### src/verilog/cwu_params.svh
// Register offsets, field positions, reset values and timing figures of the waveform unit.
`ifndef CWU_PARAMS_SVH
`define CWU_PARAMS_SVH

// Byte offsets of the registers on the AXI4-Lite bus.
`define CWU_OFF_CTRL       8'h00
`define CWU_OFF_POL        8'h04
`define CWU_OFF_DBR        8'h08
`define CWU_OFF_DBF        8'h0C
`define CWU_OFF_SHD        8'h10
`define CWU_OFF_AUX        8'h14

// Register index codes produced by the address decoder.
`define CWU_IDX_CTRL       3'h0
`define CWU_IDX_POL        3'h1
`define CWU_IDX_DBR        3'h2
`define CWU_IDX_DBF        3'h3
`define CWU_IDX_SHD        3'h4
`define CWU_IDX_AUX        3'h5
`define CWU_IDX_NONE       3'h7

// Field positions.
`define CWU_CTRL_EN        7
`define CWU_CTRL_LD        6
`define CWU_POL_IN         5
`define CWU_SHD_FLAG       7
`define CWU_SHD_REN        6
`define CWU_AUX_CS         7

// Reset values of the override fields (both select tri-state).
`define CWU_LSBD_RST       2'h1
`define CWU_LSAC_RST       2'h1

// Override level codes.
`define CWU_LVL_HIGH       2'h3
`define CWU_LVL_LOW        2'h2
`define CWU_LVL_TRI        2'h1

// Clock rates in MHz; the fast oscillator tick is a fractional enable.
`define CWU_SYS_CLK_MHZ    9'h0FA
`define CWU_FAST_OSC_MHZ   9'h010

// Saturation value of the dead-band counter.
`define CWU_CNT_MAX        6'h3F

// AXI response codes.
`define CWU_RESP_OKAY      2'h0
`define CWU_RESP_SLVERR    2'h2

`endif

### src/verilog/cwu_pkg.sv
// Types shared by the waveform unit: mode codes and the packed state record.
`default_nettype none
`include "cwu_params.svh"

package cwu_pkg;

  // Operating modes selected by the control register.
  typedef enum logic [2:0] {
    CWU_STEER      = 3'h0,
    CWU_STEER_SYNC = 3'h1,
    CWU_FB_FWD     = 3'h2,
    CWU_FB_REV     = 3'h3,
    CWU_HALF       = 3'h4,
    CWU_PUSH_PULL  = 3'h5
  } cwu_mode_t;

  // Every flip-flop of the unit.
  typedef struct packed {
    logic       en;
    logic       ld;
    logic [2:0] mode;
    logic [3:0] pol;
    logic [5:0] dbr;
    logic [5:0] dbf;
    logic [5:0] rise_act;
    logic [5:0] fall_act;
    logic       shut;
    logic       ren;
    logic [1:0] lsbd;
    logic [1:0] lsac;
    logic [5:0] src_en;
    logic       cs;
    logic       in_s1;
    logic       in_s2;
    logic       in_q;
    logic [5:0] sd_s1;
    logic [5:0] sd_s2;
    logic [8:0] acc;
    logic       hold;
    logic [5:0] cnt;
    logic       pp_t;
    logic       dir_q;
    logic       db_run;
    logic [3:0] out;
    logic [3:0] oe;
    logic       osc_req;
    logic       aw_got;
    logic [7:0] awaddr;
    logic       w_got;
    logic [7:0] wdata;
    logic       wstrb0;
    logic       awready;
    logic       wready;
    logic       bvalid;
    logic [1:0] bresp;
    logic       arready;
    logic       rvalid;
    logic [1:0] rresp;
    logic [7:0] rdata;
  } cwu_state_t;

endpackage : cwu_pkg

`default_nettype wire

### src/verilog/cwu_top.sv
// Complementary waveform unit: AXI4-Lite registers, mode logic, dead band and shutdown.
//
// Contract
// - Generator keeps running from its own clock while clock and input stay active.
// - Fast oscillator kept requested when enabled, selected and input active, even asleep.
// - Shutdown levels: one field for B and D, one for A and C; polarity used only by code 00.
// - Level codes: 11 high, 10 low, 01 tri-state, 00 inactive level with polarity.
// - Without auto-resume, software clear works only when no selected source is active.
// - With auto-resume, hardware clears the flag once all selected sources go inactive.
// - Override levels stay until the first input rising event after the flag clears.
// - Load request moves dead-band values at next input edge, then clears itself.
// - Load request is accepted only while the module is already enabled.
// - Mode codes: steer, sync steer, forward, reverse, half-bridge, push-pull; rest reserved.
// - Polarity bits 3 to 0 invert outputs D, C, B, A; reset to zero.
// - Rising dead-band count is six bits, upper bits zero, kept over reset.
// - Falling dead-band count is six bits, upper bits zero, kept over reset.
// - Shutdown status bit 7 is set by hardware and reads one while shut down.
// - Writing one to the shutdown flag forces the override levels unless auto-restart is on and no source is active.
// - Shutdown bit 6 selects auto-restart; bits 1 and 0 read zero.
// - Dead band is counted in generator clock periods from zero to the value.
// - Shutdown sources act on level and hold the shutdown while active.
// - Clock select one picks the 16 MHz fast oscillator, zero the system clock.
`default_nettype none
`include "cwu_params.svh"

module cwu_top (
  input  wire logic        MCLK_I,
  input  wire logic        SRST_I,
  input  wire logic [7:0]  S_AXI_AWADDR_I,
  input  wire logic        S_AXI_AWVALID_I,
  output var  logic        S_AXI_AWREADY_O,
  input  wire logic [31:0] S_AXI_WDATA_I,
  input  wire logic [3:0]  S_AXI_WSTRB_I,
  input  wire logic        S_AXI_WVALID_I,
  output var  logic        S_AXI_WREADY_O,
  output var  logic [1:0]  S_AXI_BRESP_O,
  output var  logic        S_AXI_BVALID_O,
  input  wire logic        S_AXI_BREADY_I,
  input  wire logic [7:0]  S_AXI_ARADDR_I,
  input  wire logic        S_AXI_ARVALID_I,
  output var  logic        S_AXI_ARREADY_O,
  output var  logic [31:0] S_AXI_RDATA_O,
  output var  logic [1:0]  S_AXI_RRESP_O,
  output var  logic        S_AXI_RVALID_O,
  input  wire logic        S_AXI_RREADY_I,
  input  wire logic        SIG_I,
  input  wire logic [5:0]  SHDN_N_I,
  output var  logic [3:0]  DRIVE_OUT_O,
  output var  logic [3:0]  DRIVE_OE_O,
  output var  logic        FAST_OSC_REQ_O
);
  import cwu_pkg::*;

  cwu_pkg::cwu_state_t st;
  cwu_pkg::cwu_state_t n;
  logic [8:0] acc_sum;
  logic       acc_wrap;
  logic       tick;
  logic       rise_evt;
  logic       edge_evt;
  logic       sd_act;
  logic       wr_fire;
  logic [2:0] wr_idx;
  logic [2:0] rd_idx;
  logic [7:0] wd;

  // Maps a byte address onto a register index; misaligned or unknown gives none.
  function automatic logic [2:0] reg_index(input logic [7:0] a);
    logic [2:0] idx;
    idx = `CWU_IDX_NONE;
    case (a)
      `CWU_OFF_CTRL: idx = `CWU_IDX_CTRL;
      `CWU_OFF_POL:  idx = `CWU_IDX_POL;
      `CWU_OFF_DBR:  idx = `CWU_IDX_DBR;
      `CWU_OFF_DBF:  idx = `CWU_IDX_DBF;
      `CWU_OFF_SHD:  idx = `CWU_IDX_SHD;
      `CWU_OFF_AUX:  idx = `CWU_IDX_AUX;
      default:       idx = `CWU_IDX_NONE;
    endcase
    return idx;
  endfunction : reg_index

  // Generator tick: every system cycle, or a fractional 16-in-250 enable for the fast clock.
  // The fractional tick jitters by one system cycle; dead-band uncertainty is one tick anyway.
  assign acc_sum  = st.acc + `CWU_FAST_OSC_MHZ;
  assign acc_wrap = (acc_sum >= `CWU_SYS_CLK_MHZ);
  assign tick     = st.cs ? acc_wrap : 1'b1;
  assign rise_evt = tick & st.in_s2 & ~st.in_q;
  assign edge_evt = tick & (st.in_s2 ^ st.in_q);
  // Sources are active low and act on level only.
  assign sd_act   = |(~st.sd_s2 & st.src_en);
  assign wr_fire  = st.aw_got & st.w_got & ~st.bvalid;
  assign wr_idx   = reg_index(st.awaddr);
  assign rd_idx   = reg_index(S_AXI_ARADDR_I);
  assign wd       = st.wdata;

  // Next-state logic for the whole unit.
  always_comb begin
    logic       mod_ok;
    logic [3:0] raw;
    logic [1:0] lvl;
    n      = st;
    mod_ok = 1'b0;
    raw    = 4'h0;
    lvl    = 2'h0;

    // Two-stage synchronisers for the pins.
    n.in_s1 = SIG_I;
    n.in_s2 = st.in_s1;
    n.sd_s1 = SHDN_N_I;
    n.sd_s2 = st.sd_s1;

    // Fractional divider runs only while the fast clock is selected.
    if (st.cs) begin
      n.acc = acc_wrap ? acc_sum - `CWU_SYS_CLK_MHZ : acc_sum;
    end else begin
      n.acc = 9'h000;
    end

    // Input sampling and dead-band counting on generator ticks.
    if (tick) begin
      n.in_q = st.in_s2;
      if (edge_evt) begin
        n.cnt = 6'h00;
      end else if (st.cnt != `CWU_CNT_MAX) begin
        n.cnt = st.cnt + 6'h01;
      end
    end
    if (rise_evt) begin
      n.pp_t   = ~st.pp_t;
      n.dir_q  = st.mode[0];
      n.db_run = (st.mode[0] != st.dir_q);
    end

    // Double-buffered dead band: live copy while disabled, else on request at an edge.
    if (!st.en) begin
      n.rise_act = st.dbr;
      n.fall_act = st.dbf;
    end else if (st.ld && edge_evt) begin
      n.rise_act = st.dbr;
      n.fall_act = st.dbf;
      n.ld       = 1'b0;
    end

    // Write address and data are taken independently; the write runs when both are held.
    if (S_AXI_AWVALID_I && st.awready) begin
      n.aw_got = 1'b1;
      n.awaddr = S_AXI_AWADDR_I;
    end
    if (S_AXI_WVALID_I && st.wready) begin
      n.w_got  = 1'b1;
      n.wdata  = S_AXI_WDATA_I[7:0];
      n.wstrb0 = S_AXI_WSTRB_I[0];
    end
    if (st.bvalid && S_AXI_BREADY_I) begin
      n.bvalid = 1'b0;
    end
    if (wr_fire) begin
      n.aw_got = 1'b0;
      n.w_got  = 1'b0;
      n.bvalid = 1'b1;
      n.bresp  = (wr_idx == `CWU_IDX_NONE) ? `CWU_RESP_SLVERR : `CWU_RESP_OKAY;
      if (st.wstrb0) begin
        case (wr_idx)
          `CWU_IDX_CTRL: begin
            n.en   = wd[`CWU_CTRL_EN];
            n.ld   = wd[`CWU_CTRL_LD] & st.en;
            n.mode = wd[2:0];
          end
          `CWU_IDX_POL: n.pol = wd[3:0];
          `CWU_IDX_DBR: n.dbr = wd[5:0];
          `CWU_IDX_DBF: n.dbf = wd[5:0];
          `CWU_IDX_SHD: begin
            n.ren  = wd[`CWU_SHD_REN];
            n.lsbd = wd[5:4];
            n.lsac = wd[3:2];
            if (wd[`CWU_SHD_FLAG]) begin
              n.shut = 1'b1;
            end else if (!sd_act) begin
              n.shut = 1'b0;
            end
          end
          `CWU_IDX_AUX: begin
            n.cs     = wd[`CWU_AUX_CS];
            n.src_en = wd[5:0];
          end
          default: n.en = st.en;
        endcase
      end
    end

    // Auto-restart clears the flag; an active source always sets it and wins over any clear.
    if (st.ren && !sd_act) begin
      n.shut = 1'b0;
    end
    if (sd_act) begin
      n.shut = 1'b1;
    end
    // Overrides persist until a rising event seen after the flag was already clear.
    n.hold = n.shut | (st.hold & ~(rise_evt & ~st.shut));

    // Read channel: one outstanding read, answer registered one cycle after acceptance.
    if (st.rvalid && S_AXI_RREADY_I) begin
      n.rvalid = 1'b0;
    end
    if (S_AXI_ARVALID_I && st.arready) begin
      n.rvalid = 1'b1;
      n.rresp  = (rd_idx == `CWU_IDX_NONE) ? `CWU_RESP_SLVERR : `CWU_RESP_OKAY;
      case (rd_idx)
        `CWU_IDX_CTRL: n.rdata = {st.en, st.ld, 3'h0, st.mode};
        `CWU_IDX_POL:  n.rdata = {2'h0, st.in_s2, 1'h0, st.pol};
        `CWU_IDX_DBR:  n.rdata = {2'h0, st.dbr};
        `CWU_IDX_DBF:  n.rdata = {2'h0, st.dbf};
        `CWU_IDX_SHD:  n.rdata = {st.shut, st.ren, st.lsbd, st.lsac, 2'h0};
        `CWU_IDX_AUX:  n.rdata = {st.cs, 1'h0, st.src_en};
        default:       n.rdata = 8'h00;
      endcase
    end
    n.awready = ~n.aw_got & ~n.bvalid;
    n.wready  = ~n.w_got & ~n.bvalid;
    n.arready = ~n.rvalid;

    // Raw waveform per mode; bit 0 is output A, bit 3 output D.
    mod_ok = ~n.db_run | (n.cnt >= (n.dir_q ? n.rise_act : n.fall_act));
    case (cwu_mode_t'(n.mode))
      CWU_STEER, CWU_STEER_SYNC: raw = {4{n.in_q}};
      CWU_FB_FWD, CWU_FB_REV: begin
        if (n.dir_q) begin
          raw = {1'b0, 1'b1, n.in_q & mod_ok, 1'b0};
        end else begin
          raw = {n.in_q & mod_ok, 1'b0, 1'b0, 1'b1};
        end
      end
      CWU_HALF: begin
        raw[0] = n.in_q & (n.cnt >= n.rise_act);
        raw[1] = ~n.in_q & (n.cnt >= n.fall_act);
        raw[3:2] = raw[1:0];
      end
      CWU_PUSH_PULL: raw = {n.in_q & n.pp_t, n.in_q & ~n.pp_t, n.in_q & n.pp_t, n.in_q & ~n.pp_t};
      default: raw = 4'h0;
    endcase

    // Output stage: polarity on the waveform, overrides take precedence while held.
    n.out = n.en ? (raw ^ n.pol) : n.pol;
    n.oe  = n.en ? 4'hF : 4'h0;
    if (n.hold) begin
      for (int i = 0; i < 4; i++) begin
        lvl = i[0] ? n.lsbd : n.lsac;
        case (lvl)
          `CWU_LVL_HIGH: begin n.out[i] = 1'b1; n.oe[i] = 1'b1; end
          `CWU_LVL_LOW:  begin n.out[i] = 1'b0; n.oe[i] = 1'b1; end
          `CWU_LVL_TRI:  begin n.out[i] = 1'b0; n.oe[i] = 1'b0; end
          default:       begin n.out[i] = n.pol[i]; n.oe[i] = 1'b1; end
        endcase
      end
    end
    // The fast oscillator must not be released while it clocks an enabled generator.
    n.osc_req = n.en & n.cs;

    // Synchronous reset; dead-band counts survive it.
    if (SRST_I) begin
      n          = '0;
      n.dbr      = st.dbr;
      n.dbf      = st.dbf;
      n.rise_act = st.rise_act;
      n.fall_act = st.fall_act;
      n.lsbd     = `CWU_LSBD_RST;
      n.lsac     = `CWU_LSAC_RST;
      n.sd_s1    = 6'h3F;
      n.sd_s2    = 6'h3F;
      n.awready  = 1'b1;
      n.wready   = 1'b1;
      n.arready  = 1'b1;
    end
  end

  // The single state register.
  always_ff @(posedge MCLK_I) begin
    st <= n;
  end

  // Every output comes straight from the state register.
  assign S_AXI_AWREADY_O = st.awready;
  assign S_AXI_WREADY_O  = st.wready;
  assign S_AXI_BVALID_O  = st.bvalid;
  assign S_AXI_BRESP_O   = st.bresp;
  assign S_AXI_ARREADY_O = st.arready;
  assign S_AXI_RVALID_O  = st.rvalid;
  assign S_AXI_RRESP_O   = st.rresp;
  assign S_AXI_RDATA_O   = {24'h00_0000, st.rdata};
  assign DRIVE_OUT_O     = st.out;
  assign DRIVE_OE_O      = st.oe;
  assign FAST_OSC_REQ_O  = st.osc_req;

  // Checks tied to the logic above.
  reserved_mode_idle_a: assert property (@(posedge MCLK_I) disable iff (SRST_I)
    (st.en && st.mode[2:1] == 2'b11 && !st.hold)
      |-> (DRIVE_OUT_O == st.pol && DRIVE_OE_O == 4'hF))
    else $error("reserved mode drove an active level");
  override_ac_high_a: assert property (@(posedge MCLK_I) disable iff (SRST_I)
    (st.hold && st.lsac == 2'h3)
      |-> (DRIVE_OUT_O[0] && DRIVE_OUT_O[2] && DRIVE_OE_O[0] && DRIVE_OE_O[2]))
    else $error("A/C override high not driven");

  // A low override must still drive the pin, otherwise a bridge leg could float.
  override_ac_low_a: assert property (@(posedge MCLK_I) disable iff (SRST_I)
    (st.hold && st.lsac == 2'h2)
      |-> (!DRIVE_OUT_O[0] && !DRIVE_OUT_O[2] && DRIVE_OE_O[0] && DRIVE_OE_O[2]))
    else $error("A/C override low not driven");

  // The inactive code follows the polarity bits of the B and D pins.
  override_bd_idle_a: assert property (@(posedge MCLK_I) disable iff (SRST_I)
    (st.hold && st.lsbd == 2'h0)
      |-> (DRIVE_OUT_O[1] == st.pol[1] && DRIVE_OUT_O[3] == st.pol[3] && DRIVE_OE_O[1]))
    else $error("B/D inactive override wrong");

  // Software writes to the flag: a one forces shutdown while auto-restart is off.
  soft_force_a: assert property (@(posedge MCLK_I) disable iff (SRST_I)
    (wr_fire && st.wstrb0 && wr_idx == `CWU_IDX_SHD && st.wdata[`CWU_SHD_FLAG] && !st.ren)
      |=> st.shut)
    else $error("software shutdown write did not set the flag");

  // A zero written while every selected source is quiet must clear the flag.
  soft_clear_a: assert property (@(posedge MCLK_I) disable iff (SRST_I)
    (wr_fire && st.wstrb0 && wr_idx == `CWU_IDX_SHD && !st.wdata[`CWU_SHD_FLAG] && !sd_act)
      |=> !st.shut)
    else $error("software clear ignored with sources quiet");

  // In half-bridge mode output A stays inactive until the rising count is reached.
  half_rise_delay_a: assert property (@(posedge MCLK_I) disable iff (SRST_I)
    (st.en && st.mode == 3'h4 && !st.hold && st.cnt < st.rise_act)
      |-> (DRIVE_OUT_O[0] == st.pol[0]))
    else $error("half-bridge A rose inside the dead band");

  // A pending load request waits for an input edge.
  load_pending_a: assert property (@(posedge MCLK_I) disable iff (SRST_I)
    (st.en && st.ld && !edge_evt && !wr_fire) |=> st.ld)
    else $error("load request dropped without an input edge");

  // A disabled unit with no override levels held leaves every pin undriven.
  disabled_undriven_a: assert property (@(posedge MCLK_I) disable iff (SRST_I)
    (!st.en && !st.hold) |-> (DRIVE_OE_O == 4'h0))
    else $error("disabled unit drove a pin");
  override_bd_tri_a: assert property (@(posedge MCLK_I) disable iff (SRST_I)
    (st.hold && st.lsbd == 2'h1) |-> (!DRIVE_OE_O[1] && !DRIVE_OE_O[3]))
    else $error("B/D override not tri-stated");
  source_holds_flag_a: assert property (@(posedge MCLK_I) disable iff (SRST_I)
    sd_act |=> st.shut)
    else $error("shutdown flag clear while a source was active");
  auto_restart_a: assert property (@(posedge MCLK_I) disable iff (SRST_I)
    (st.shut && st.ren && !sd_act && !wr_fire) |=> !st.shut)
    else $error("auto-restart did not clear the flag");
  hold_until_rise_a: assert property (@(posedge MCLK_I) disable iff (SRST_I)
    (st.hold && !st.shut && !rise_evt) |=> st.hold)
    else $error("override released without a rising event");
  load_transfer_a: assert property (@(posedge MCLK_I) disable iff (SRST_I)
    (st.en && st.ld && edge_evt) |=> (!st.ld && st.rise_act == $past(st.dbr)))
    else $error("buffer load did not transfer and clear");
  load_needs_en_a: assert property (@(posedge MCLK_I) disable iff (SRST_I)
    $rose(st.ld) |-> $past(st.en))
    else $error("load request accepted while disabled");
  osc_request_a: assert property (@(posedge MCLK_I) disable iff (SRST_I)
    (st.en && st.cs) |-> FAST_OSC_REQ_O)
    else $error("fast oscillator request dropped");

endmodule : cwu_top

`default_nettype wire
### config.mk
export PLATFORM = sky130hd
export DESIGN_NAME = cwu_top
export DESIGN_NICKNAME = d
export VERILOG_FILES = /design/src/verilog/cwu_pkg.sv /design/src/verilog/cwu_top.sv
export VERILOG_INCLUDE_DIRS = /design/src /design/src/verilog
export SDC_FILE = /design/constraint.sdc
export NUM_CORES = 1
export LEC_CHECK = 0
export BUFFER_PORTS_ARGS = -buffer_cell sky130_fd_sc_hd__buf_2
export CORE_MARGIN = 2
export CORE_UTILIZATION = 58
export DETAILED_ROUTE_END_ITERATION = 10
export GPL_ROUTABILITY_DRIVEN = 0
export PLACE_DENSITY = 0.83
export SYNTH_ARGS = -nofsm -noshare
export SYNTH_HDL_FRONTEND = slang
export SYNTH_SLANG_ARGS = --single-unit
### constraint.sdc
create_clock -name MCLK_I -period 12.1 [get_ports MCLK_I]
set_clock_uncertainty 0.15 [all_clocks]
set_input_delay 0 -clock MCLK_I [delete_from_list [all_inputs] [get_ports MCLK_I]]
set_output_delay 0 -clock MCLK_I [all_outputs]
set_load 0.01 [all_outputs]
**Word-level counts from Yosys, hierarchy flattened**

Cells that the tools add are included.

- Add/sub/neg operators: 3
- $lt $le $gt $ge: 4
- Equal/unequal tests: 35
- Mux-type cells: 51
- Bitwise operators: 36
- Reduce and logical (&&, ||, !) cells: 23

Operators with widths:

| cell | number |
|---|---|
| one-hot mux 8 bit (6 select lines) | 1 |
| 2-to-1 mux 21 bit | 2 |
| 2-to-1 mux 6 bit | 7 |
| one-hot mux 3 bit (6 select lines) | 2 |
| == test 8 x 4 -> 1 bit (second input constant) | 4 |
| == test 8 x 5 -> 1 bit (second input constant) | 4 |
| 2-to-1 mux 13 bit | 2 |
| == test 3 bit (second input constant) | 8 |
| 2-to-1 mux 12 bit | 2 |
| 2-to-1 mux 4 bit | 5 |
| == test 3 x 2 -> 1 bit (second input constant) | 6 |
| >= comparator 6 bit | 3 |
| 2-to-1 mux 9 bit | 2 |
| bitwise AND 1 bit | 16 |
| == test 8 x 3 -> 1 bit (second input constant) | 2 |
| logical NOT 8 bit | 2 |
| one-hot mux 4 bit (4 select lines) | 1 |
| 2-to-1 mux 1 bit | 15 |
| NOT 1 bit | 14 |
| 2-to-1 mux 11 bit | 1 |
| 2-to-1 mux 10 bit | 1 |
| OR reduction 2 bit | 5 |
| adder 9 x 5 -> 9 bit (second input constant) | 1 |
| == test 3 x 1 -> 1 bit (second input constant) | 3 |
| 23 further kinds | 43 |

- Flip-flop bits (word level): 125
- Logic and storage cells: 193

**Logic depth before layout (Yosys ltp)**

Gate-level depths: netlist (run 1).

- Word-level depth: 16
- Mapped depth: 19

**Worst setup path before layout (run 1)**

No wires, ideal clock.

- Kind: reg-to-reg
- From: register st[59] in the netlist's numbering
- To: register st (netlist bit DRIVE_OUT_O[1])
- Setup time: 0.133 ns
- Data arrival time: 3.790 ns
- Required time: 11.817 ns
- Path slack: 8.027 ns
- Stages on the path, launching flop included: 19
- Period minus slack after synthesis: 4.073 ns
- Cells stage by stage: dfxtp_1 -> inv_1 -> ha_1 -> nand4b_2 -> and3_1 -> a21oi_1 -> nand2_1 -> nand2_1 -> buf_2 -> mux2_2 -> ha_1 -> nand2b_1 -> a2111oi_0 -> o21ai_0 -> o2111ai_1 -> a21oi_1 -> mux2_2 -> a21oi_1 -> a31oi_1

- Word-level cells in the longest chain between the ends: 16
- Elaborated cells between the ends (all ways): 31
- Classes of those cells: add/sub (1); order compare (3); mux (12); bitwise (14); reduce/logical (1)

RTL lines:

| item | line | RTL |
|---|---|---|
| start: declaration | cwu_top.sv:54 | `cwu_pkg::cwu_state_t st;` |
| start signal: assignment | cwu_top.sv:279 | `st <= n;` |
| adder 9 x 5 -> 9 bit (no source line) (*) | - |  |
| >= comparator 9 x 8 -> 1 bit (no source line) (*) | - |  |
| 2-to-1 mux 1 bit (*) | cwu_top.sv:87 | `assign tick = st.cs ? acc_wrap : 1'b1;` |
| bitwise AND 1 bit | cwu_top.sv:89 | `assign edge_evt = tick & (st.in_s2 ^ st.in_q);` |
| logical AND 1 bit | cwu_top.sv:139 | `end else if (st.ld && edge_evt) begin` |
| 2-to-1 mux 12 bit | cwu_top.sv:139 |  |
| 2-to-1 mux 12 bit | cwu_top.sv:136 | `if (!st.en) begin` |
| 2-to-1 mux 6 bit | cwu_top.sv:224 | `mod_ok = ~n.db_run \| (n.cnt >= (n.dir_q ? n.rise_act : n.fall_act));` |
| >= comparator 6 bit | cwu_top.sv:224 |  |
| OR 1 bit | cwu_top.sv:224 |  |
| bitwise AND 1 bit | cwu_top.sv:229 | `raw = {1'b0, 1'b1, n.in_q & mod_ok, 1'b0};` |
| 2-to-1 mux 4 bit | cwu_top.sv:228 | `if (n.dir_q) begin` |
| one-hot mux 4 bit (4 select lines) | cwu_top.sv:225 | `case (cwu_mode_t'(n.mode))` |
| XOR 4 bit | cwu_top.sv:244 | `n.out = n.en ? (raw ^ n.pol) : n.pol;` |
| 2-to-1 mux 4 bit | cwu_top.sv:244 |  |
| 2-to-1 mux 8 bit (*) | cwu_top.sv:246 | `if (n.hold) begin` |

Every way passes the cells marked *; elsewhere a longest branch is shown, timed or not.
A chain may end at the register's enable or synchronous reset.

**Final worst setup path (run 1)**

Ends and elaborated chain as after synthesis.

==> flow_metrics.env, run 1 <==
export IMPL_run_status="complete, no violations"
export IMPL_grt_use_total_pct=30.46
export IMPL_fp_dieW_um=108.1
export IMPL_avgSynthCellArea_um2=9.116
export IMPL_rsz0062_at_grt="false"
export IMPL_first_iter_violations=644
export IMPL_cell_internal_pwr_w=0.0007638
export IMPL_fin_nets=883
export IMPL_netlist_cell_type_count=64
export IMPL_layout_commonest_cell="dfxtp_1"
export IMPL_worst_setup_path_end_kind="flip-flop"
export IMPL_slew_limit_headroom_pct=15.29
export IMPL_critPathLaunchType="flip-flop"
export IMPL_crit_path_start="st[59]$_SDFF_PP0_"
export IMPL_core_mm2=0.01042
export IMPL_finalCritPeriodShare_pct=44.24
export IMPL_fin_crit_ns=5.353
export IMPL_numCtsBuffers=17
export IMPL_synthArstFlopShare_pct=0
export IMPL_p_leak_nw=3.236
export IMPL_sw_frac_of_total_pct=24.86
export IMPL_overflow=0
export IMPL_dieArea_mm2=0.01168
export IMPL_yosysTopAreaCellShare_pct=30.60
export IMPL_die_h_um=108.1
export IMPL_setup_ws_ns=6.747
export IMPL_cp_required_ns=12.31
export IMPL_io_pins=116
export IMPL_comb_power_share_pct=8.3
export IMPL_viasPerCell=6.079
export IMPL_timing_setup_tns_ns=0
export IMPL_fillers=650
export IMPL_grt_pass1_vias=5558
export IMPL_path_max_fanout=18
export IMPL_antenna_found_initial=0
export IMPL_fin_area_mm2=0.007717
export IMPL_switching_power_w=0.0002527
export IMPL_clk_latency_ns=0.52
export IMPL_wl_um=17660
export IMPL_num_rows=37
export IMPL_drtAntennaViolNets=0
export IMPL_drive_above_1_share_pct=17.12
export IMPL_area_growth_pct=22.87
export IMPL_seq_power_share_pct=42.7
export IMPL_antennaDiodeCount=0
export IMPL_mostFrequentLayoutCells="96 x dfxtp_1, 72 x dlygate4sd3_1, 63 x nor2_1"
export IMPL_portBuffers=62
export IMPL_post_route_util_pct=74.09
export IMPL_via_count=5726
export IMPL_wire_per_inst_um=18.74
export IMPL_cts_tree="done"
export IMPL_syn_area_mm2=0.006281
export IMPL_htree_levels=4
export IMPL_ys_seq_area_share_pct=42.07
export IMPL_first_pass_iters=9
export IMPL_yosys_register_bits=120
export IMPL_synth_area_leaders="dfxtp_1 31%, edfxtp_1 11%, buf_4 5.3%"
export IMPL_worstSetupPathType="flip-flop to flip-flop"
export IMPL_r2r_start="st[59]$_SDFF_PP0_"
export IMPL_min_delay_start="SHDN_N_I[3]"
export IMPL_cts_hold_buf=72
export IMPL_postCtsSetupRepairBufs=0
export IMPL_crit_arrival_ns=5.57
export IMPL_cellPowerDensity_mw_per_mm2=131.7
export IMPL_slew_violations=0
export IMPL_grt_pass1_wl_um=27350
export IMPL_clkPwrFrac_pct=49.0
export IMPL_vdd_drop_max_mv=0.09608
export IMPL_netlist_top_cell_by_area="dfxtp_1"
export IMPL_hold_path_class="input port to flip-flop"
export IMPL_pre_cts_ws_ns=6.893
export IMPL_synth_edff_count=24
export IMPL_cts_root_buf="clkbuf_8"
export IMPL_placed_area_mm2=0.006406
export IMPL_drc_errors=0
export IMPL_detailed_place_hpwl_um=10190
export IMPL_setup_viol=0
export IMPL_cts_num_sinks=120
export IMPL_max_cap_violations=0
export IMPL_ys_flop_type="dfxtp_1"
export IMPL_grt_max_degree=83
export IMPL_hold_viol_final=0
export IMPL_tightest_slew_ns=1.246
export IMPL_synthCells=689
export IMPL_clock_path_buffers=2
export IMPL_clk_pin_slew_ns=0.07
export IMPL_max_freq_ghz=0.1868
export IMPL_p_total_w=0.001016
export IMPL_start_util_pct=60.30
export IMPL_cts_resized=0
export IMPL_yosysWarnings=0
## sequential cells by signal, summed over array words and instances, names as in the netlist, 2 cells and up
name / flops
DRIVE_OE_O: 2
DRIVE_OUT_O: 4
S_AXI_RDATA_O: 8
st: 90
wd: 8
## metrics by stage
step / instances / hold slack [ns]
after floorplan: 714 / -0.04619
after global placement: 838 / 0.03311
after detailed placement: 838 / 0.03695
after CTS: 942 / 0.03129
after global routing: 942 / 0.05392
final: 942 / 0.06708
## power by group through the flow
stage          Combinational, W  Sequential [W]  Clock, W
6_report              0.0000849        0.000434  0.000498
5_1_grt               0.0000909        0.000434  0.000517
4_1_cts               0.0000778        0.000432  0.000497
3_5_place_dp          0.0000572        0.000440         0
3_3_place_gp          0.0000546        0.000439         0
2_1_floorplan         0.0000497        0.000435         0
## logic make-up (layout without fill, tap and decap cells)
family	after synthesis	count (layout)	synth area share, %
compound gates	136	136	14.14
buf+inv	106	198	9.283
mux	49	49	8.227
xor+xnor	15	15	2.092
simple gates	238	238	19.34
fa+ha+maj	24	24	4.781
flops	120	120	42.07
other cells	1	26	0.05970
## area by class of cell
cell class              instances  area (um2)  area share, %
multi-input cells             488        3156          40.89
flip-flops and latches        120        2643          34.24
repair buffers                136        1046          13.55
clock buffers                  21       481.7          6.242
well taps                     136       170.2          2.205
inverters                      30       112.6          1.459
clock inverters                11       108.9          1.411
## layer usage
metal  GRT usage [%]  up-vias  routed length (um)
li1                -     2575                   -
met4           16.30        0                 856
met3           6.932       83                1541
met2           53.10      372                8802
met5               0        -                   0
met1           34.62     2696                6454
## worst max-delay path, stage by stage (launching register included)
cell and delay, ns:
dfxtp_1 0.39, ha_1 0.24, xor2_1 0.30, nand4b_2 0.25
a31oi_1 0.64, mux2i_2 1.09, mux2_2 0.42, o21ai_0 0.18
ha_1 0.22, o21ai_0 0.09, o21ai_0 0.25, o2111ai_1 0.18
a31oi_1 0.46, a311o_1 0.24, a31oi_1 0.08
## cells in the mapped netlist, types with 5 or more instances
library cell  number
clkbuf_1          23
nor3_1            21
and3_1             8
buf_4             44
nor2b_1            8
a22oi_1            7
edfxtp_1          24
inv_1             30
o21ai_0           17
a211oi_1           7
a21oi_1           57
nor2_1            63
nand3_1           18
a21o_1             5
nor3b_1            6
nand2b_1          10
ha_1              24
dfxtp_1           96
mux2i_1           30
mux2_2            18
or2_2             12
xnor2_1           11
a31oi_1            7
nand2_1           61
## path summary, 6_finish.rpt
check | endpoint | slack [ns] | cells after the start
min | st[73]$_SDFF_PP1_ | 0.07 | 3
min reg2reg | st[69]$_SDFF_PP1_ | 0.27 | 1
max reg2reg | DRIVE_OUT_O[1]$_SDFF_PP0_ | 6.75 | 14
max | DRIVE_OUT_O[1]$_SDFF_PP0_ | 6.75 | 14
(Power assumes the default switching activity.)
==> inputs of run 2 (changes only) <==
--- a/config.mk
+++ b/config.mk
@@ -6,12 +6,13 @@
 export SDC_FILE = /design/constraint.sdc
 export NUM_CORES = 1
 export LEC_CHECK = 0
+export ABC_AREA = 1
 export BUFFER_PORTS_ARGS = -buffer_cell sky130_fd_sc_hd__buf_2
 export CORE_MARGIN = 2
-export CORE_UTILIZATION = 58
+export CORE_UTILIZATION = 51
 export DETAILED_ROUTE_END_ITERATION = 10
 export GPL_ROUTABILITY_DRIVEN = 0
-export PLACE_DENSITY = 0.83
+export PLACE_DENSITY = 0.77
 export SYNTH_ARGS = -nofsm -noshare
 export SYNTH_HDL_FRONTEND = slang
 export SYNTH_SLANG_ARGS = --single-unit
==> constraint.sdc (replaced) <==
create_clock -name MCLK_I -period 4.55 [get_ports MCLK_I]
set_clock_uncertainty 0.15 [all_clocks]
set_input_delay 0 -clock MCLK_I [delete_from_list [all_inputs] [get_ports MCLK_I]]
set_output_delay 0 -clock MCLK_I [all_outputs]
set_load 0.01 [all_outputs]
==> run 2 against run 1 <==
Effect of this change:
- first-iteration DRC count shrank 48%
- critical path type unchanged
- count of clock-buffer cells in the layout shrank 2
- sequential power grew to 2.6 times the previous value
- register-to-register slack lost 6.3 ns
==> flow_metrics.env, run 2 <==
export IMPL_regMostFlops="st"
export IMPL_cts_resized=0
export IMPL_htree_levels=4
export IMPL_drtAntennaViolNets=0
export IMPL_path_common_cell="nand2_1"
export IMPL_overflow=0
export IMPL_yosys_register_bits=120
export IMPL_max_cap_violations=0
export IMPL_fin_area_mm2=0.007507
export IMPL_crit_arrival_ns=4.17
export IMPL_antenna_found_initial=0
export IMPL_p_leak_nw=3.536
export IMPL_fin_crit_ns=4.064
export IMPL_yosysWarnings=0
export IMPL_ys_flop_type="dfxtp_1"
export IMPL_rsz0062_at_grt="false"
export IMPL_via_count=5640
export IMPL_antennaDiodeCount=0
export IMPL_start_util_pct=52.46
export IMPL_num_rows=40
export IMPL_portBuffers=62
export IMPL_ys_seq_area_share_pct=41.94
export IMPL_wl_um=15210
export IMPL_drc_errors=0
export IMPL_viasPerCell=5.237
export IMPL_grt_use_total_pct=24.03
export IMPL_fin_nets=1007
export IMPL_final_cell_count_no_fill=1077
export IMPL_slew_limit_headroom_pct=27.81
export IMPL_synth_top_cells_by_count="132 x nand2_1, 125 x inv_1, 96 x dfxtp_1, 96 x nor2_1, 66 x o21ai_0"
export IMPL_critPathLaunchType="flip-flop"
export IMPL_max_freq_ghz=0.2461
export IMPL_numCtsBuffers=17
export IMPL_hold_path_class="input port to flip-flop"
export IMPL_worst_setup_path_end_kind="flip-flop"
export IMPL_synthArstFlopShare_pct=0
export IMPL_fp_dieW_um=115.2
export IMPL_wire_per_inst_um=14.12
export IMPL_netlist_top_cell_by_area="dfxtp_1"
export IMPL_largest_reg_flops=90
export IMPL_detailed_place_hpwl_um=10210
export IMPL_avgSynthCellArea_um2=7.638
export IMPL_mostFrequentLayoutCells="132 x nand2_1, 125 x inv_1, 96 x dfxtp_1, 96 x nor2_1, 66 x o21ai_0"
export IMPL_synth_edff_count=24
export IMPL_reg2reg_slack_ns=0.49
export IMPL_tightest_slew_ns=1.083
export IMPL_dieArea_mm2=0.01326
export IMPL_grt_max_degree=60
export IMPL_grt_pass1_wl_um=24590
export IMPL_setup_viol=0
export IMPL_post_synth_top_count_cell="nand2_1"
export IMPL_path_max_fanout=24
export IMPL_yosysTopAreaCellShare_pct=30.50
export IMPL_placed_cells_incl_taps=1001
export IMPL_cellPowerDensity_mw_per_mm2=358.8
export IMPL_slowest_delay_ns=0.40
export IMPL_placed_area_mm2=0.006497
export IMPL_synthCells=825
export IMPL_clk_latency_ns=0.43
export IMPL_synth_area_leaders="dfxtp_1 31%, edfxtp_1 11%, nand2_1 7.9%"
export IMPL_area_growth_pct=19.14
export IMPL_clk_pin_slew_ns=0.06
export IMPL_layout_commonest_cell="nand2_1"
export IMPL_core_mm2=0.01201
export IMPL_worstSetupPathType="flip-flop to flip-flop"
export IMPL_cts_root_buf="clkbuf_16"
export IMPL_first_iter_violations=338
export IMPL_clock_path_buffers=2
export IMPL_timing_setup_tns_ns=0
export IMPL_vdd_drop_max_mv=0.2721
export IMPL_cp_required_ns=4.66
export IMPL_netlist_cell_type_count=44
export IMPL_first_pass_iters=5
export IMPL_io_pins=116
export IMPL_finalCritPeriodShare_pct=89.32
export IMPL_grt_pass1_vias=5177
export IMPL_cts_tree="done"
export IMPL_run_status="complete, no violations"
export IMPL_hold_viol_final=0
export IMPL_cts_num_sinks=120
export IMPL_drive_above_1_share_pct=15.91
export IMPL_slew_violations=0
export IMPL_die_h_um=115.2
export IMPL_syn_area_mm2=0.006301
export IMPL_timing_hold_ws_ns=0.08010
export IMPL_slowest_stage="dfxtp_1"
==> run 2: cell types whose count changed after synthesis, moves of 11 or more <==
cell,before,now
nand3_1,18,36
nand2_1,61,132
o21ai_0,17,66
a21oi_1,57,46
inv_1,30,125
nor2_1,63,96
mux2_2,18,0
o22ai_1,3,15
mux2i_1,30,0
==> run 2: final cells by class <==
class	count	area (um2)
Tap cell	147	183.9
Clock inverter	13	105.1
Inverter	128	480.5
Fill cell	1017	4504
Clock buffer	19	464.2
Timing Repair Buffer	109	773.2
Multi-Input combinational cell	541	2858
Sequential cell	120	2643
==> run 2: metal layers <==
layer / global-route usage, % / vias to the layer above / routed length [um]
met5: 0 / - / 0
met3: 5.693 / 40 / 940
li1: - / 2803 / -
met1: 29.24 / 2595 / 6459
met4: 11.08 / 0 / 410
met2: 40.39 / 202 / 7403
==> run 2: cell families (layout without fill, tap and decap cells) <==
group,Yosys count,after routing,share of synthesized area [%]
compound gates,158,158,14.22
fa+ha+maj,24,24,4.766
flops,120,120,41.94
xor+xnor,6,6,1.072
buf+inv,189,269,14.20
other cells,1,26,0.05951
simple gates,327,327,23.75
==> run 2: where the power goes <==
part           total (W)  switching, W  internal, W
clock network    0.00128      0.000527     0.000754
logic           0.000260      0.000156     0.000104
registers        0.00115     0.0000315      0.00112
total            0.00269      0.000715      0.00198
==> run 2: per-stage QoR <==
| stage | util, % | power (W) | setup slack, ns |
|---|---|---|---|
| 2_1_floorplan | - | 0.001345 | 1.146 |
| 3_3_place_gp | 54.09 | 0.001383 | 0.5664 |
| 3_5_place_dp | 54.09 | 0.001391 | 0.5014 |
| 4_1_cts | 62.50 | 0.002695 | 0.4922 |
| 5_1_grt | 62.50 | 0.002790 | 0.03344 |
| 6_report | 62.50 | 0.002694 | 0.4859 |
==> run 2: path summary, 6_finish.rpt <==
check | start | endpoint | depth (start not counted)
hold reg to reg | st[78]$_SDFF_PP0_ | st[77]$_SDFF_PP0_ | 2
hold / removal | S_AXI_WVALID_I | wd[7]$_SDFFE_PP0P_ | 4
setup / recovery | st[59]$_SDFF_PP0_ | DRIVE_OUT_O[1]$_SDFF_PP0_ | 30
setup reg to reg | st[59]$_SDFF_PP0_ | DRIVE_OUT_O[1]$_SDFF_PP0_ | 30
==> run 2: timing repair <==
action,4_1_cts,5_1_grt
hold endpoints to repair,38,0
hold buffers,44,0
buffers inserted,0,0
==> run 2: critical path: cells and delay by family, from the launching register on <==
family	cells	cell delay [ns]
compound gates	5	0.57
fa+ha+maj	2	0.60
simple gates	19	1.82
flops	1	0.40
buf+inv	4	0.38
==> inputs of run 3 (changes only) <==
--- a/config.mk
+++ b/config.mk
@@ -8,8 +8,10 @@
 export LEC_CHECK = 0
 export ABC_AREA = 1
 export BUFFER_PORTS_ARGS = -buffer_cell sky130_fd_sc_hd__buf_2
+export CELL_PAD_IN_SITES_DETAIL_PLACEMENT = 1
+export CELL_PAD_IN_SITES_GLOBAL_PLACEMENT = 2
 export CORE_MARGIN = 2
-export CORE_UTILIZATION = 51
+export CORE_UTILIZATION = 29
 export DETAILED_ROUTE_END_ITERATION = 10
 export GPL_ROUTABILITY_DRIVEN = 0
 export PLACE_DENSITY = 0.77
==> constraint.sdc (replaced) <==
create_clock -name MCLK_I -period 3.3 [get_ports MCLK_I]
set_clock_uncertainty 0.15 [all_clocks]
set_input_delay 0 -clock MCLK_I [delete_from_list [all_inputs] [get_ports MCLK_I]]
set_output_delay 0 -clock MCLK_I [all_outputs]
set_load 0.01 [all_outputs]
==> run 3 against run 2 <==
Effect of this change:
- largest cell class unchanged
- critical path type unchanged
- utilization down 20 points
- the run now ends with negative setup slack left
- critical endpoint unchanged
- die area up 73%
- fmax up 15%
==> flow_metrics.env, run 3 (synthesis results as in run 2) <==
export IMPL_drive_above_1_share_pct=29.94
export IMPL_antennaDiodeCount=0
export IMPL_dieArea_mm2=0.02292
export IMPL_grt_max_degree=41
export IMPL_worstSetupPathType="flip-flop to flip-flop"
export IMPL_wl_um=21300
export IMPL_slew_violations=0
export IMPL_grt_use_total_pct=19.42
export IMPL_grt_pass1_wl_um=33490
export IMPL_portBuffers=62
export IMPL_die_h_um=151.4
export IMPL_io_pins=116
export IMPL_top_usage_layer="met2"
export IMPL_grt_pass1_vias=6290
export IMPL_setup_ws_ns=-0.2328
export IMPL_fin_nets=1099
export IMPL_detailed_place_hpwl_um=13470
export IMPL_start_util_pct=29.79
export IMPL_htree_levels=4
export IMPL_cellPowerDensity_mw_per_mm2=444.0
export IMPL_mostFrequentLayoutCells="116 x inv_1, 115 x nand2_1, 93 x nor2_1"
export IMPL_setup_viol=5
export IMPL_cts_root_buf="clkbuf_16"
export IMPL_slowest_stage="dfxtp_4"
export IMPL_worst_setup_path_end_kind="flip-flop"
export IMPL_cts_num_sinks=120
export IMPL_p_leak_nw=4.130
export IMPL_wire_per_inst_um=16.42
export IMPL_viasPerCell=4.594
export IMPL_finalCritPeriodShare_pct=107.1
export IMPL_rsz0062_at_grt="true"
export IMPL_violations="negative setup slack"
export IMPL_placed_area_mm2=0.007032
export IMPL_largest_reg_flops=90
export IMPL_crit_arrival_ns=3.68
export IMPL_slowest_delay_ns=0.38
export IMPL_seq_area_mm2=0.002653
export IMPL_use_met1_pct=23.78
export IMPL_timing_hold_ws_ns=0.04103
export IMPL_clk_latency_ns=0.43
export IMPL_regMostFlops="st"
export IMPL_multi_input_area_mm2=0.003272
export IMPL_area_growth_pct=42.65
export IMPL_cp_required_ns=3.45
export IMPL_core_mm2=0.02115
export IMPL_tightest_slew_ns=0.6302
export IMPL_final_cell_count_no_fill=1297
export IMPL_fp_dieW_um=151.4
export IMPL_placed_cells_incl_taps=1176
export IMPL_fin_area_mm2=0.008989
export IMPL_slew_limit_headroom_pct=57.85
export IMPL_fin_crit_ns=3.533
export IMPL_layout_commonest_cell="inv_1"
export IMPL_numCtsBuffers=17
export IMPL_met2_usage_pct=33.53
export IMPL_hold_path_class="input port to flip-flop"
export IMPL_use_met3_pct=3.795
export IMPL_first_iter_violations=172
export IMPL_cts_tree="done"
export IMPL_max_freq_ghz=0.2831
export IMPL_critPathLaunchType="flip-flop"
export IMPL_via_count=5959
export IMPL_fillers=2517
export IMPL_overflow=0
export IMPL_first_pass_iters=4
export IMPL_run_status="finished, violations left"
export IMPL_drtAntennaViolNets=0
export IMPL_max_cap_violations=0
export IMPL_path_max_fanout=6
export IMPL_antenna_found_initial=0
export IMPL_drc_errors=0
export IMPL_clk_pin_slew_ns=0.06
export IMPL_vdd_drop_max_mv=0.2065
export IMPL_clock_path_buffers=2
export IMPL_num_rows=53
export IMPL_hold_viol_final=0
==> run 3: area by class of cell <==
| type | count | area share [%] |
|---|---|---|
| Multi-Input combinational cell | 541 | 36.40 |
| Sequential cell | 120 | 29.51 |
| Timing Repair Buffer | 201 | 17.86 |
| Clock buffer | 21 | 5.610 |
| Inverter | 128 | 5.429 |
| Tap cell | 275 | 3.828 |
| Clock inverter | 11 | 1.364 |
==> run 3: metal layers <==
| metal | share of wire, % | wire length (um) |
|---|---|---|
| met2 | 50 | 10710 |
| met5 | 0 | 0 |
| met3 | 3.2 | 685 |
| met1 | 44 | 9327 |
| met4 | 2.7 | 571 |
==> run 3: stage by stage <==
step           setup WS, ns  power [W]  TNS [ns]  util [%]
2_1_floorplan      0.001948   0.001854         0         -
3_3_place_gp        -0.2737   0.001946   -0.7178     33.24
3_5_place_dp        -0.3870   0.001951    -1.075     33.24
4_1_cts             -0.1818   0.004017   -0.5943     42.18
5_1_grt             -0.4828   0.004138    -1.900     42.49
6_report            -0.2328   0.003991   -0.7968     42.49
==> run 3: repair_timing <==
| item | 4_1_cts | 5_1_grt |
|---|---|---|
| cloned | 3 | 0 |
| hold buffers | 46 | 0 |
| setup buffers | 48 | 2 |
| pin swaps | 34 | 13 |
| hold endpoints to repair | 39 | 0 |
| setup endpoints to repair | 4 | 7 |
| gates resized for setup | 105 | 26 |
==> run 3: where the power goes <==
part	internal, W	total, W	switching, W
combinational	0.000170	0.000409	0.000239
clock	0.00120	0.00199	0.000793
sequential	0.00154	0.00159	0.0000459
==> run 3: worst max-delay path, delay by kind of cell (launching register included) <==
family | cells | cell delay [ns]
buf+inv | 7 | 0.57
compound gates | 5 | 0.48
flops | 1 | 0.38
simple gates | 18 | 1.34
fa+ha+maj | 2 | 0.47
==> run 3: final timing paths <==
path,startpoint,end,slack [ns],cells after the start
setup / recovery,st[59]$_SDFF_PP0_,DRIVE_OUT_O[1]$_SDFF_PP0_,-0.23,32
hold / removal,S_AXI_WVALID_I,wd[6]$_SDFFE_PP0P_,0.04,4
setup reg to reg,st[59]$_SDFF_PP0_,DRIVE_OUT_O[1]$_SDFF_PP0_,-0.23,32
hold reg to reg,st[78]$_SDFF_PP0_,st[77]$_SDFF_PP0_,0.25,2
